### src/logic/fawp_pkg.sv
// Constants for the flash access and write protection block.
// Assumes a 16-bit register port with word addresses as byte offsets.
package fawp_pkg;
    localparam int unsigned DATA_W = 16;
    localparam int unsigned ADDR_W = 24;
    localparam int unsigned CHAIN_N = 16;
    localparam int unsigned SECT_N = 17;
    localparam logic [23:0] OFS_WP_X_LO = 24'h0EDFB0;
    localparam logic [23:0] OFS_WP_X_HI = 24'h0EDFB2;
    localparam logic [23:0] OFS_WP_I_LO = 24'h0EDFB4;
    localparam logic [23:0] OFS_WP_I_HI = 24'h0EDFB6;
    localparam logic [23:0] OFS_ACC_WORD = 24'h0EDFB8;
    localparam logic [23:0] OFS_DISABLE = 24'h0EDFBC;
    localparam logic [23:0] OFS_REENABLE = 24'h0EDFBE;
    localparam logic [23:0] OFS_CTRL = 24'h0EDF00;
    localparam logic [23:0] OFS_STATUS = 24'h0EDF02;
    localparam logic [15:0] RST_FUSE = 16'hFFFF;
    localparam int unsigned ACC_BIT = 0;
    localparam int unsigned DBG_BIT = 1;
    localparam int unsigned CTRL_SPR_BIT = 8;
    localparam int unsigned CTRL_START_BIT = 15;
    localparam logic [15:0] DUMMY_DATA = 16'h0000;
    typedef enum logic [2:0]
    {
        FAWP_SRC_PRIMARY = 3'h0,
        FAWP_SRC_SECONDARY = 3'h1,
        FAWP_SRC_INTERNAL_RAM = 3'h2,
        FAWP_SRC_EXTENSION_RAM = 3'h3,
        FAWP_SRC_EXT = 3'h4,
        FAWP_SRC_PEC = 3'h5
    } fawp_src_t;
    typedef enum logic [1:0]
    {
        FAWP_ST_LOAD = 2'b01,
        FAWP_ST_RUN = 2'b10
    } fawp_state_t;
endpackage : fawp_pkg

### src/logic/fawp_top.sv
// Access and write protection for a dual-module flash: fuse words, their
// volatile copies and access arbitration against the fetch source.
// Assumes a fuse image on fuse_* inputs that is valid at reset release.
// Summary of operation
// - Disable low, enable high: ignore access protect
// - Disable zero needs debug and access fuses
// - Disable x needs enable x-1 programmed
// - Enable x low, disable x+1 high: restore
// - Enable x needs disable x programmed
// - Protected data access only from primary
// - Sixteen disable and re-enable pairs at most
// - Internal RAM writes to protected flash dropped
// - Internal RAM reads get dummy data
// - Event controller reads blocked while protected
// - Other sources denied reads, jumps allowed
// - Control writes only from primary when protected
// - Secondary flash never access protected
// - Zero sector bit blocks program and erase
// - Set protection writing one clears temporarily
// - Access unprotect only from flash code
// - Reset or writing zero restores protection
// - Other bank may update protected flash
// - Only volatile copy goes to one
// - Clearing select cancels pending operation
`timescale 1ns/100ps
module fawp_top
(
    input wire logic clk,
    input wire logic rst,
    input wire logic [15:0] fuse_wp_x_lo,
    input wire logic [15:0] fuse_wp_x_hi,
    input wire logic [15:0] fuse_wp_i_lo,
    input wire logic [15:0] fuse_wp_i_hi,
    input wire logic [15:0] fuse_acc_word,
    input wire logic [15:0] fuse_disable,
    input wire logic [15:0] fuse_reenable,
    input wire logic [23:0] reg_addr,
    input wire logic [15:0] reg_wdata,
    input wire logic reg_wr,
    input wire logic reg_rd,
    output logic [15:0] reg_rdata,
    input wire logic [2:0] reg_src,
    input wire logic [23:0] sp_addr,
    input wire logic [15:0] sp_data,
    input wire logic acc_req,
    input wire logic acc_write,
    input wire logic acc_fetch,
    input wire logic acc_primary,
    input wire logic [2:0] acc_src,
    input wire logic [15:0] acc_flash_rdata,
    output logic acc_grant,
    output logic acc_deny,
    output logic [15:0] acc_rdata,
    input wire logic pe_req,
    input wire logic [4:0] pe_sector,
    input wire logic [2:0] pe_src_bank,
    input wire logic [2:0] pe_dst_bank,
    output logic pe_grant,
    output logic pe_deny,
    output logic ready
);

////////////////////////////////////////////////////////////////////////////
// Non-volatile words and volatile copies.

fawp_pkg::fawp_state_t state_r;
logic [15:0] nv_wp_x_lo_r;
logic [15:0] nv_wp_x_hi_r;
logic [15:0] nv_wp_i_lo_r;
logic [15:0] nv_wp_i_hi_r;
logic [15:0] nv_acc_r;
logic [15:0] nv_dis_r;
logic [15:0] nv_ren_r;
logic [15:0] v_wp_x_lo_r;
logic [15:0] v_wp_x_hi_r;
logic [15:0] v_wp_i_lo_r;
logic [15:0] v_wp_i_hi_r;
logic v_acc_r;
logic spr_sel_r;
logic from_flash;
logic from_primary;
logic override;
logic acc_active;
logic sp_go;
logic [15:0] dis_allow;
logic [15:0] ren_allow;
logic [15:0] dis_req;
logic [15:0] ren_req;
logic ctrl_wr_ok;
logic run;
fawp_pkg::fawp_state_t state_nxt;

assign from_primary = (reg_src == fawp_pkg::FAWP_SRC_PRIMARY);
assign from_flash = from_primary
    || (reg_src == fawp_pkg::FAWP_SRC_SECONDARY);

// Control writes are refused from any other source while protection is
// active; the same gate covers the start bit, so a select left armed by
// earlier primary code cannot be fired from RAM.
assign ctrl_wr_ok = from_primary || !acc_active;
assign run = (state_r == fawp_pkg::FAWP_ST_RUN);

// Pair x overrides the access fuse while its disable is spent and its
// re-enable is not; a later re-enable hands control to the next pair.
always_comb
begin
    override = 1'b0;
    for (int i = 0; i < fawp_pkg::CHAIN_N; i++)
    begin
        if (!nv_dis_r[i] && nv_ren_r[i])
        begin
            override = 1'b1;
        end
    end
end

// The chain is monotone, so a spent re-enable with a fresh next disable
// leaves no override set and the fuse acts again.
assign acc_active = !v_acc_r && !override;

always_comb
begin
    dis_allow = '0;
    ren_allow = '0;
    dis_allow[0] = !nv_acc_r[fawp_pkg::DBG_BIT]
        && !nv_acc_r[fawp_pkg::ACC_BIT];
    for (int i = 1; i < fawp_pkg::CHAIN_N; i++)
    begin
        dis_allow[i] = !nv_ren_r[i-1];
    end
    for (int i = 0; i < fawp_pkg::CHAIN_N; i++)
    begin
        ren_allow[i] = !nv_dis_r[i];
    end
end

// A start write with the select bit held launches one set protection.
assign sp_go = run && reg_wr && ctrl_wr_ok
    && (reg_addr == fawp_pkg::OFS_CTRL)
    && reg_wdata[fawp_pkg::CTRL_START_BIT] && spr_sel_r;
assign dis_req = ~sp_data & nv_dis_r & dis_allow;
assign ren_req = ~sp_data & nv_ren_r & ren_allow;

// Loading takes one cycle; an unknown code falls back to loading so the
// copies are refreshed rather than left stale.
always_comb
begin
    case (state_r)
        fawp_pkg::FAWP_ST_LOAD: state_nxt = fawp_pkg::FAWP_ST_RUN;
        fawp_pkg::FAWP_ST_RUN: state_nxt = fawp_pkg::FAWP_ST_RUN;
        default: state_nxt = fawp_pkg::FAWP_ST_LOAD;
    endcase
end

always_ff @(posedge clk)
begin
    if (rst)
    begin
        state_r <= fawp_pkg::FAWP_ST_LOAD;
    end
    else
    begin
        state_r <= state_nxt;
    end
end

always_ff @(posedge clk)
begin
    if (rst)
    begin
        spr_sel_r <= 1'b0;
    end
    else if (sp_go)
    begin
        spr_sel_r <= 1'b0;
    end
    else if (reg_wr && reg_addr == fawp_pkg::OFS_CTRL
        && ctrl_wr_ok)
    begin
        spr_sel_r <= reg_wdata[fawp_pkg::CTRL_SPR_BIT];
    end
end

// Fuses only go from one to zero; a zero bit in the data programs.
// Chain words only take the bits that the order allows; a refused bit
// is dropped without any error flag, since nothing would report it.
always_ff @(posedge clk)
begin
    if (rst)
    begin
        nv_wp_x_lo_r <= fawp_pkg::RST_FUSE;
        nv_wp_x_hi_r <= fawp_pkg::RST_FUSE;
        nv_wp_i_lo_r <= fawp_pkg::RST_FUSE;
        nv_wp_i_hi_r <= fawp_pkg::RST_FUSE;
        nv_acc_r <= fawp_pkg::RST_FUSE;
        nv_dis_r <= fawp_pkg::RST_FUSE;
        nv_ren_r <= fawp_pkg::RST_FUSE;
    end
    else if (state_r == fawp_pkg::FAWP_ST_LOAD)
    begin
        nv_wp_x_lo_r <= fuse_wp_x_lo;
        nv_wp_x_hi_r <= fuse_wp_x_hi;
        nv_wp_i_lo_r <= fuse_wp_i_lo;
        nv_wp_i_hi_r <= fuse_wp_i_hi;
        nv_acc_r <= fuse_acc_word;
        nv_dis_r <= fuse_disable;
        nv_ren_r <= fuse_reenable;
    end
    else if (sp_go)
    begin
        case (sp_addr)
            fawp_pkg::OFS_WP_X_LO: nv_wp_x_lo_r <= nv_wp_x_lo_r & sp_data;
            fawp_pkg::OFS_WP_X_HI: nv_wp_x_hi_r <= nv_wp_x_hi_r & sp_data;
            fawp_pkg::OFS_WP_I_LO: nv_wp_i_lo_r <= nv_wp_i_lo_r & sp_data;
            fawp_pkg::OFS_WP_I_HI: nv_wp_i_hi_r <= nv_wp_i_hi_r & sp_data;
            fawp_pkg::OFS_ACC_WORD: nv_acc_r <= nv_acc_r & sp_data;
            fawp_pkg::OFS_DISABLE: nv_dis_r <= nv_dis_r & ~dis_req;
            fawp_pkg::OFS_REENABLE: nv_ren_r <= nv_ren_r & ~ren_req;
            default: nv_acc_r <= nv_acc_r;
        endcase
    end
end

// Volatile copies follow the set protection data directly, so ones
// unprotect until reset while the fuse words keep their zeros.
// The access copy is one bit: the debug bit has no temporary form, so
// only the access bit is mirrored.
always_ff @(posedge clk)
begin
    if (rst)
    begin
        v_wp_x_lo_r <= '0;
        v_wp_x_hi_r <= '0;
        v_wp_i_lo_r <= '0;
        v_wp_i_hi_r <= '0;
        v_acc_r <= 1'b0;
    end
    else if (state_r == fawp_pkg::FAWP_ST_LOAD)
    begin
        v_wp_x_lo_r <= fuse_wp_x_lo;
        v_wp_x_hi_r <= fuse_wp_x_hi;
        v_wp_i_lo_r <= fuse_wp_i_lo;
        v_wp_i_hi_r <= fuse_wp_i_hi;
        v_acc_r <= fuse_acc_word[fawp_pkg::ACC_BIT];
    end
    else if (sp_go)
    begin
        case (sp_addr)
            fawp_pkg::OFS_WP_X_LO: v_wp_x_lo_r <= sp_data;
            fawp_pkg::OFS_WP_X_HI: v_wp_x_hi_r <= sp_data;
            fawp_pkg::OFS_WP_I_LO: v_wp_i_lo_r <= sp_data;
            fawp_pkg::OFS_WP_I_HI: v_wp_i_hi_r <= sp_data;
            fawp_pkg::OFS_ACC_WORD:
            begin
                if (from_flash || !sp_data[fawp_pkg::ACC_BIT])
                begin
                    v_acc_r <= sp_data[fawp_pkg::ACC_BIT];
                end
            end
            default: v_acc_r <= v_acc_r;
        endcase
    end
end

////////////////////////////////////////////////////////////////////////////
// Data access arbitration.

// A denied request is answered in the same cycle as a granted one, so
// the answer timing never tells protected code apart from open code.
logic acc_ok;
assign acc_ok = !acc_primary
    || acc_fetch
    || !acc_active
    || (acc_src == fawp_pkg::FAWP_SRC_PRIMARY);

always_ff @(posedge clk)
begin
    if (rst)
    begin
        acc_grant <= 1'b0;
        acc_deny <= 1'b0;
        acc_rdata <= '0;
    end
    else
    begin
        acc_grant <= acc_req && acc_ok && state_r == fawp_pkg::FAWP_ST_RUN;
        acc_deny <= acc_req && !(acc_ok && state_r == fawp_pkg::FAWP_ST_RUN);
        // Denied writes are dropped without a bus error.
        // A write never touches the read data, which holds the last answer.
        if (acc_req && !acc_write && acc_ok)
        begin
            acc_rdata <= acc_flash_rdata;
        end
        else if (acc_req && !acc_write)
        begin
            acc_rdata <= fawp_pkg::DUMMY_DATA;
        end
    end
end

////////////////////////////////////////////////////////////////////////////
// Program and erase gating by sector.

logic [16:0] sect_wp;
logic sect_ok;
logic bank_ok;
// Only the volatile copies gate program and erase, so a temporary
// unprotect takes effect at once and lapses at the next reset.
assign sect_wp = {v_wp_x_hi_r[1:0], v_wp_x_lo_r[2:0],
    v_wp_i_hi_r[1:0], v_wp_i_lo_r[9:0]};
// Sectors are numbered primary bank 0, bank 1, then secondary banks.
assign sect_ok = (pe_sector < 5'(fawp_pkg::SECT_N))
    && sect_wp[pe_sector];
// Updates must come from another bank; the same bank is refused outright.
assign bank_ok = (pe_src_bank != pe_dst_bank);

always_ff @(posedge clk)
begin
    if (rst)
    begin
        pe_grant <= 1'b0;
        pe_deny <= 1'b0;
    end
    else
    begin
        pe_grant <= pe_req && sect_ok && bank_ok;
        pe_deny <= pe_req && !(sect_ok && bank_ok);
    end
end

////////////////////////////////////////////////////////////////////////////
// Register reads; the volatile copies are never read back here.
// The status word reports the live decision so that test code can see
// the chain override; software must still keep its own record.

logic [15:0] status_word;
assign status_word = {14'h0000, override, acc_active};

always_ff @(posedge clk)
begin
    if (rst)
    begin
        reg_rdata <= '0;
        ready <= 1'b0;
    end
    else
    begin
        ready <= (state_r == fawp_pkg::FAWP_ST_RUN);
        if (reg_rd)
        begin
            case (reg_addr)
                fawp_pkg::OFS_WP_X_LO: reg_rdata <= nv_wp_x_lo_r;
                fawp_pkg::OFS_WP_X_HI: reg_rdata <= nv_wp_x_hi_r;
                fawp_pkg::OFS_WP_I_LO: reg_rdata <= nv_wp_i_lo_r;
                fawp_pkg::OFS_WP_I_HI: reg_rdata <= nv_wp_i_hi_r;
                fawp_pkg::OFS_ACC_WORD: reg_rdata <= nv_acc_r;
                fawp_pkg::OFS_DISABLE: reg_rdata <= nv_dis_r;
                fawp_pkg::OFS_REENABLE: reg_rdata <= nv_ren_r;
                // Only the select bit reads back; start clears itself.
                fawp_pkg::OFS_CTRL:
                    reg_rdata <= {7'h00, spr_sel_r, 8'h00};
                fawp_pkg::OFS_STATUS:
                    reg_rdata <= status_word;
                default: reg_rdata <= 16'h0000;
            endcase
        end
        else
        begin
            reg_rdata <= 16'h0000;
        end
    end
end

endmodule : fawp_top

### config.mk
export PLATFORM = sky130hd
export DESIGN_NAME = fawp_top
export DESIGN_NICKNAME = d
export VERILOG_FILES = /design/src/logic/fawp_pkg.sv /design/src/logic/fawp_top.sv
export SDC_FILE = /design/constraint.sdc
export NUM_CORES = 1
export LEC_CHECK = 0
export ABC_AREA = 0
export CAP_MARGIN = 10
export CELL_PAD_IN_SITES_DETAIL_PLACEMENT = 1
export CELL_PAD_IN_SITES_GLOBAL_PLACEMENT = 1
export CORE_MARGIN = 4
export CORE_UTILIZATION = 38
export DETAILED_ROUTE_END_ITERATION = 10
export DONT_BUFFER_PORTS = 1
export PLACE_DENSITY_LB_ADDON = 0.1
export RECOVER_POWER = 25
export REMOVE_ABC_BUFFERS = 1
export SYNTH_ARGS = -nofsm -noshare
export SYNTH_HDL_FRONTEND = slang
export SYNTH_SLANG_ARGS = --single-unit
### constraint.sdc
create_clock -name clk -period 3.1 [get_ports clk]
set_input_delay 0.31 -clock clk [delete_from_list [all_inputs] [get_ports clk]]
set_output_delay 0.31 -clock clk [all_outputs]
set_load 0.01 [all_outputs]
==> results.sh <==
export IMPL_io_pins=271
export IMPL_final_nets=1236
export IMPL_initial_core_util_pct=38.9
export IMPL_grtUsageTotal_pct=27.6
export IMPL_die_h_um=155
export IMPL_utilization_pct=47.1
export IMPL_dr_pass1_iters=8
export IMPL_worstHoldPathType="in -> reg"
export IMPL_crit_fanout=11
export IMPL_grt_max_degree=177
export IMPL_vias=8305
export IMPL_numClockSinks=170
export IMPL_numPlacedInstances=1179
export IMPL_finalWirelength_mm=34.3
export IMPL_die_area_mm2=0.0240
export IMPL_required_ns=3.42
export IMPL_cts_root_buf="clkbuf_16"
export IMPL_synth_distinct_cells=63
export IMPL_ctsLongestPathBuffers=2
export IMPL_power_leakage_nw=3.79
export IMPL_cp_start_kind="flop"
export IMPL_grt_pass1_wl_mm=51.1
export IMPL_internal_power_w=0.00534
export IMPL_synth_ff_type="dfxtp_1"
export IMPL_numCtsBuffers=17
export IMPL_htreeDepth=4
export IMPL_synth_top_area_share_pct=41.5
export IMPL_antenna_found_initial=2
export IMPL_p_total_w=0.00843
export IMPL_setup_tns_ns=0
export IMPL_status="complete, no violations"
export IMPL_cts_tree="built"
export IMPL_drt_iter0_markers=711
export IMPL_syn_inst=960
export IMPL_fmaxAchievable_mhz=347
export IMPL_synthTopCellsByArea="dfxtp_1 42%, a21oi_1 7.1%, a211o_1 6.5%"
export IMPL_syn_area_per_cell_um2=8.54
export IMPL_wl_per_cell_um=26.6
export IMPL_p_seq_share_pct=41.3
export IMPL_drive_gt1_share_pct=8.98
export IMPL_tightest_slew_ns=1.07
export IMPL_core_mm2=0.0211
export IMPL_final_cells=1289
export IMPL_viasPerCell=6.44
export IMPL_net_switching_power_w=0.00310
export IMPL_synth_edf_count=0
export IMPL_hold_violations=0
export IMPL_dp_hpwl_mm=21.7
export IMPL_crit_arrival_ns=3.21
export IMPL_p_comb_share_pct=31.8
export IMPL_clk_pin_slew_ns=0.07
export IMPL_grt_pass1_vias=8569
export IMPL_slew_viol_final=0
export IMPL_ys_seq_elements=170
export IMPL_crit_type="reg -> reg"
export IMPL_syn_area_mm2=0.00820
export IMPL_area_delta_synth_final_pct=21.1
export IMPL_overflow=0
export IMPL_ant_nets=0
export IMPL_ir_drop_v=0.000585
export IMPL_rsz0062_at_grt="false"
export IMPL_setup_violations=0
export IMPL_holdWs_ns=0.0138
export IMPL_maxCapViolations=0
export IMPL_power_density_mw_per_mm2=850
export IMPL_ys_warn_count=0
export IMPL_r2r_slack_ns=0.22
export IMPL_finalCritPeriodShare_pct=93.0
export IMPL_critPathCaptureType="flop"
export IMPL_die_x_um=155
export IMPL_gp_congestion=0.860
export IMPL_yosys_area_top_type="dfxtp_1"
export IMPL_ys_async_sr_fraction_pct=0
export IMPL_clkPwrFrac_pct=27.0
export IMPL_skew_ns=0.0129
export IMPL_drc=0
export IMPL_clock_latency_ns=0.43
export IMPL_period_needed_ns=2.88
export IMPL_switching_share_pct=36.7
export IMPL_slew_headroom_pct=28.5
export IMPL_portBuffers=0
export IMPL_row_count=53
export IMPL_ys_seq_area_share_pct=41.5
[cell usage after synthesis (all sizes together) (4+ instances only)]
cell type	n
o21a	13
or2	4
nor2b	6
buf	16
a21oi	117
mux4	5
inv	31
nor2	84
a211o	61
nand2	97
a31oi	20
nand4b	7
dfxtp	170
a221oi	10
nor3	20
o211ai	10
nand2b	7
o21ai	46
a2111oi	7
nor3b	7
nor4	8
a222oi	26
o31ai	19
o41ai	15
a22o	16
clkbuf	67
a22oi	19
[metrics by stage]
stage	instance area, µm²	setup WS, ns
floorplan	7870	-3.27
global placement	8530	0.0905
detailed placement	8530	-0.0312
CTS	9940	0.155
global route	9920	0.0311
finish	9920	0.217
[power by group through the flow]
| stage | logic (W) | registers, W | clock network (W) |
|---|---|---|---|
| 5_1_grt | 0.00299 | 0.00355 | 0.00241 |
| 3_3_place_gp | 0.00240 | 0.00346 | 0 |
| 2_1_floorplan | 0.00181 | 0.00315 | 0 |
| 6_report | 0.00268 | 0.00348 | 0.00227 |
| 4_1_cts | 0.00267 | 0.00346 | 0.00232 |
| 3_5_place_dp | 0.00254 | 0.00350 | 0 |
[cells by family after synthesis]
family | Yosys count | synth area share [%]
simple gates | 268 | 16.5
flops | 170 | 41.5
compound gates | 397 | 34.4
fa+ha+maj | 2 | 0.305
buf+inv | 114 | 5.45
mux | 6 | 1.50
xor+xnor | 3 | 0.321
[state kept, by name, indices dropped and copies added (netlist names)]
register / count
pe_grant: 1
nv_dis_r: 16
spr_sel_r: 1
acc_deny: 1
nv_wp_x_hi_r: 16
nv_wp_x_lo_r: 16
acc_rdata: 16
reg_rdata: 16
v_wp_x_lo_r: 3
nv_wp_i_lo_r: 16
acc_grant: 1
v_acc_r: 1
ready: 1
pe_deny: 1
nv_ren_r: 16
v_wp_i_hi_r: 2
v_wp_x_hi_r: 2
v_wp_i_lo_r: 10
nv_wp_i_hi_r: 16
nv_acc_r: 16
state_r: 2
[layout make-up]
class                           instances  area (µm²)
Tap cell                              275         344
Sequential cell                       170        3400
Clock inverter                         14         183
Inverter                               31         116
Fill cell                            2449       11200
Timing Repair Buffer                  104        1040
Multi-Input combinational cell        676        4390
Clock buffer                           18         439
Antenna cell                            1        2.50
[what timing repair did]
action / CTS / global route
setup buffers: 0 / 0
pin swaps: 0 / 1
hold buffers: 76 / 1
resized for setup: 1 / 1
endpoints found under the setup margin: 2 / 1
hold endpoints to repair: 97 / 1
[critical path: stages, from the launching register on]
cell and delay [ns]:
dfxtp_1 0.34, inv_1 0.06, ha_1 0.16, and3_1 0.19, nand4_1 0.15, nand4bb_4 0.30
a2111oi_4 0.99, buf_12 0.23, a21oi_1 0.07, a211o_1 0.27
[routing by layer]
layer | up-vias | routed length [µm] | global-route usage (%) | part of all wire, %
met3 | 55 | 2770 | 6.09 | 8.1
met4 | 0 | 733 | 8.79 | 2.1
met5 | - | 0 | 0 | 0
met1 | 4122 | 14200 | 35.1 | 41
met2 | 401 | 16600 | 46.7 | 48
li1 | 3727 | - | - | -
[final timing paths]
| path | start | end | cells after the start |
|---|---|---|---|
| worst min register to register | nv_wp_x_hi_r[1] | nv_wp_x_hi_r[1] | 2 |
| worst min-delay path | fuse_wp_i_lo[13] | nv_wp_i_lo_r[13] | 1 |
| worst max-delay path | state_r[0] | nv_wp_x_lo_r[15] | 9 |
| worst max register to register | state_r[0] | nv_wp_x_lo_r[15] | 9 |
[layout by cell type (no fill, tap or decap), types with 4 or more instances in the layout]
master,instances
a22o_1,16
buf_12,6
dlygate4sd3_1,75
a211o_1,61
nand2_1,97
mux4_2,5
nor3_1,17
nor3b_1,5
a2111oi_0,4
inv_1,30
o41ai_1,15
nor2_1,84
buf_4,23
a222oi_1,26
or2_2,4
a221oi_1,10
a21oi_1,117
o21ai_0,44
nor2b_1,6
nor4_1,5
nand4b_1,7
nand2b_1,7
a22oi_1,19
inv_6,4
o31ai_1,19
o21a_1,13
a31oi_1,20
o211ai_1,10
dfxtp_1,170
clkbuf_16,17
Note: power is estimated with default switching activity, not from simulation.
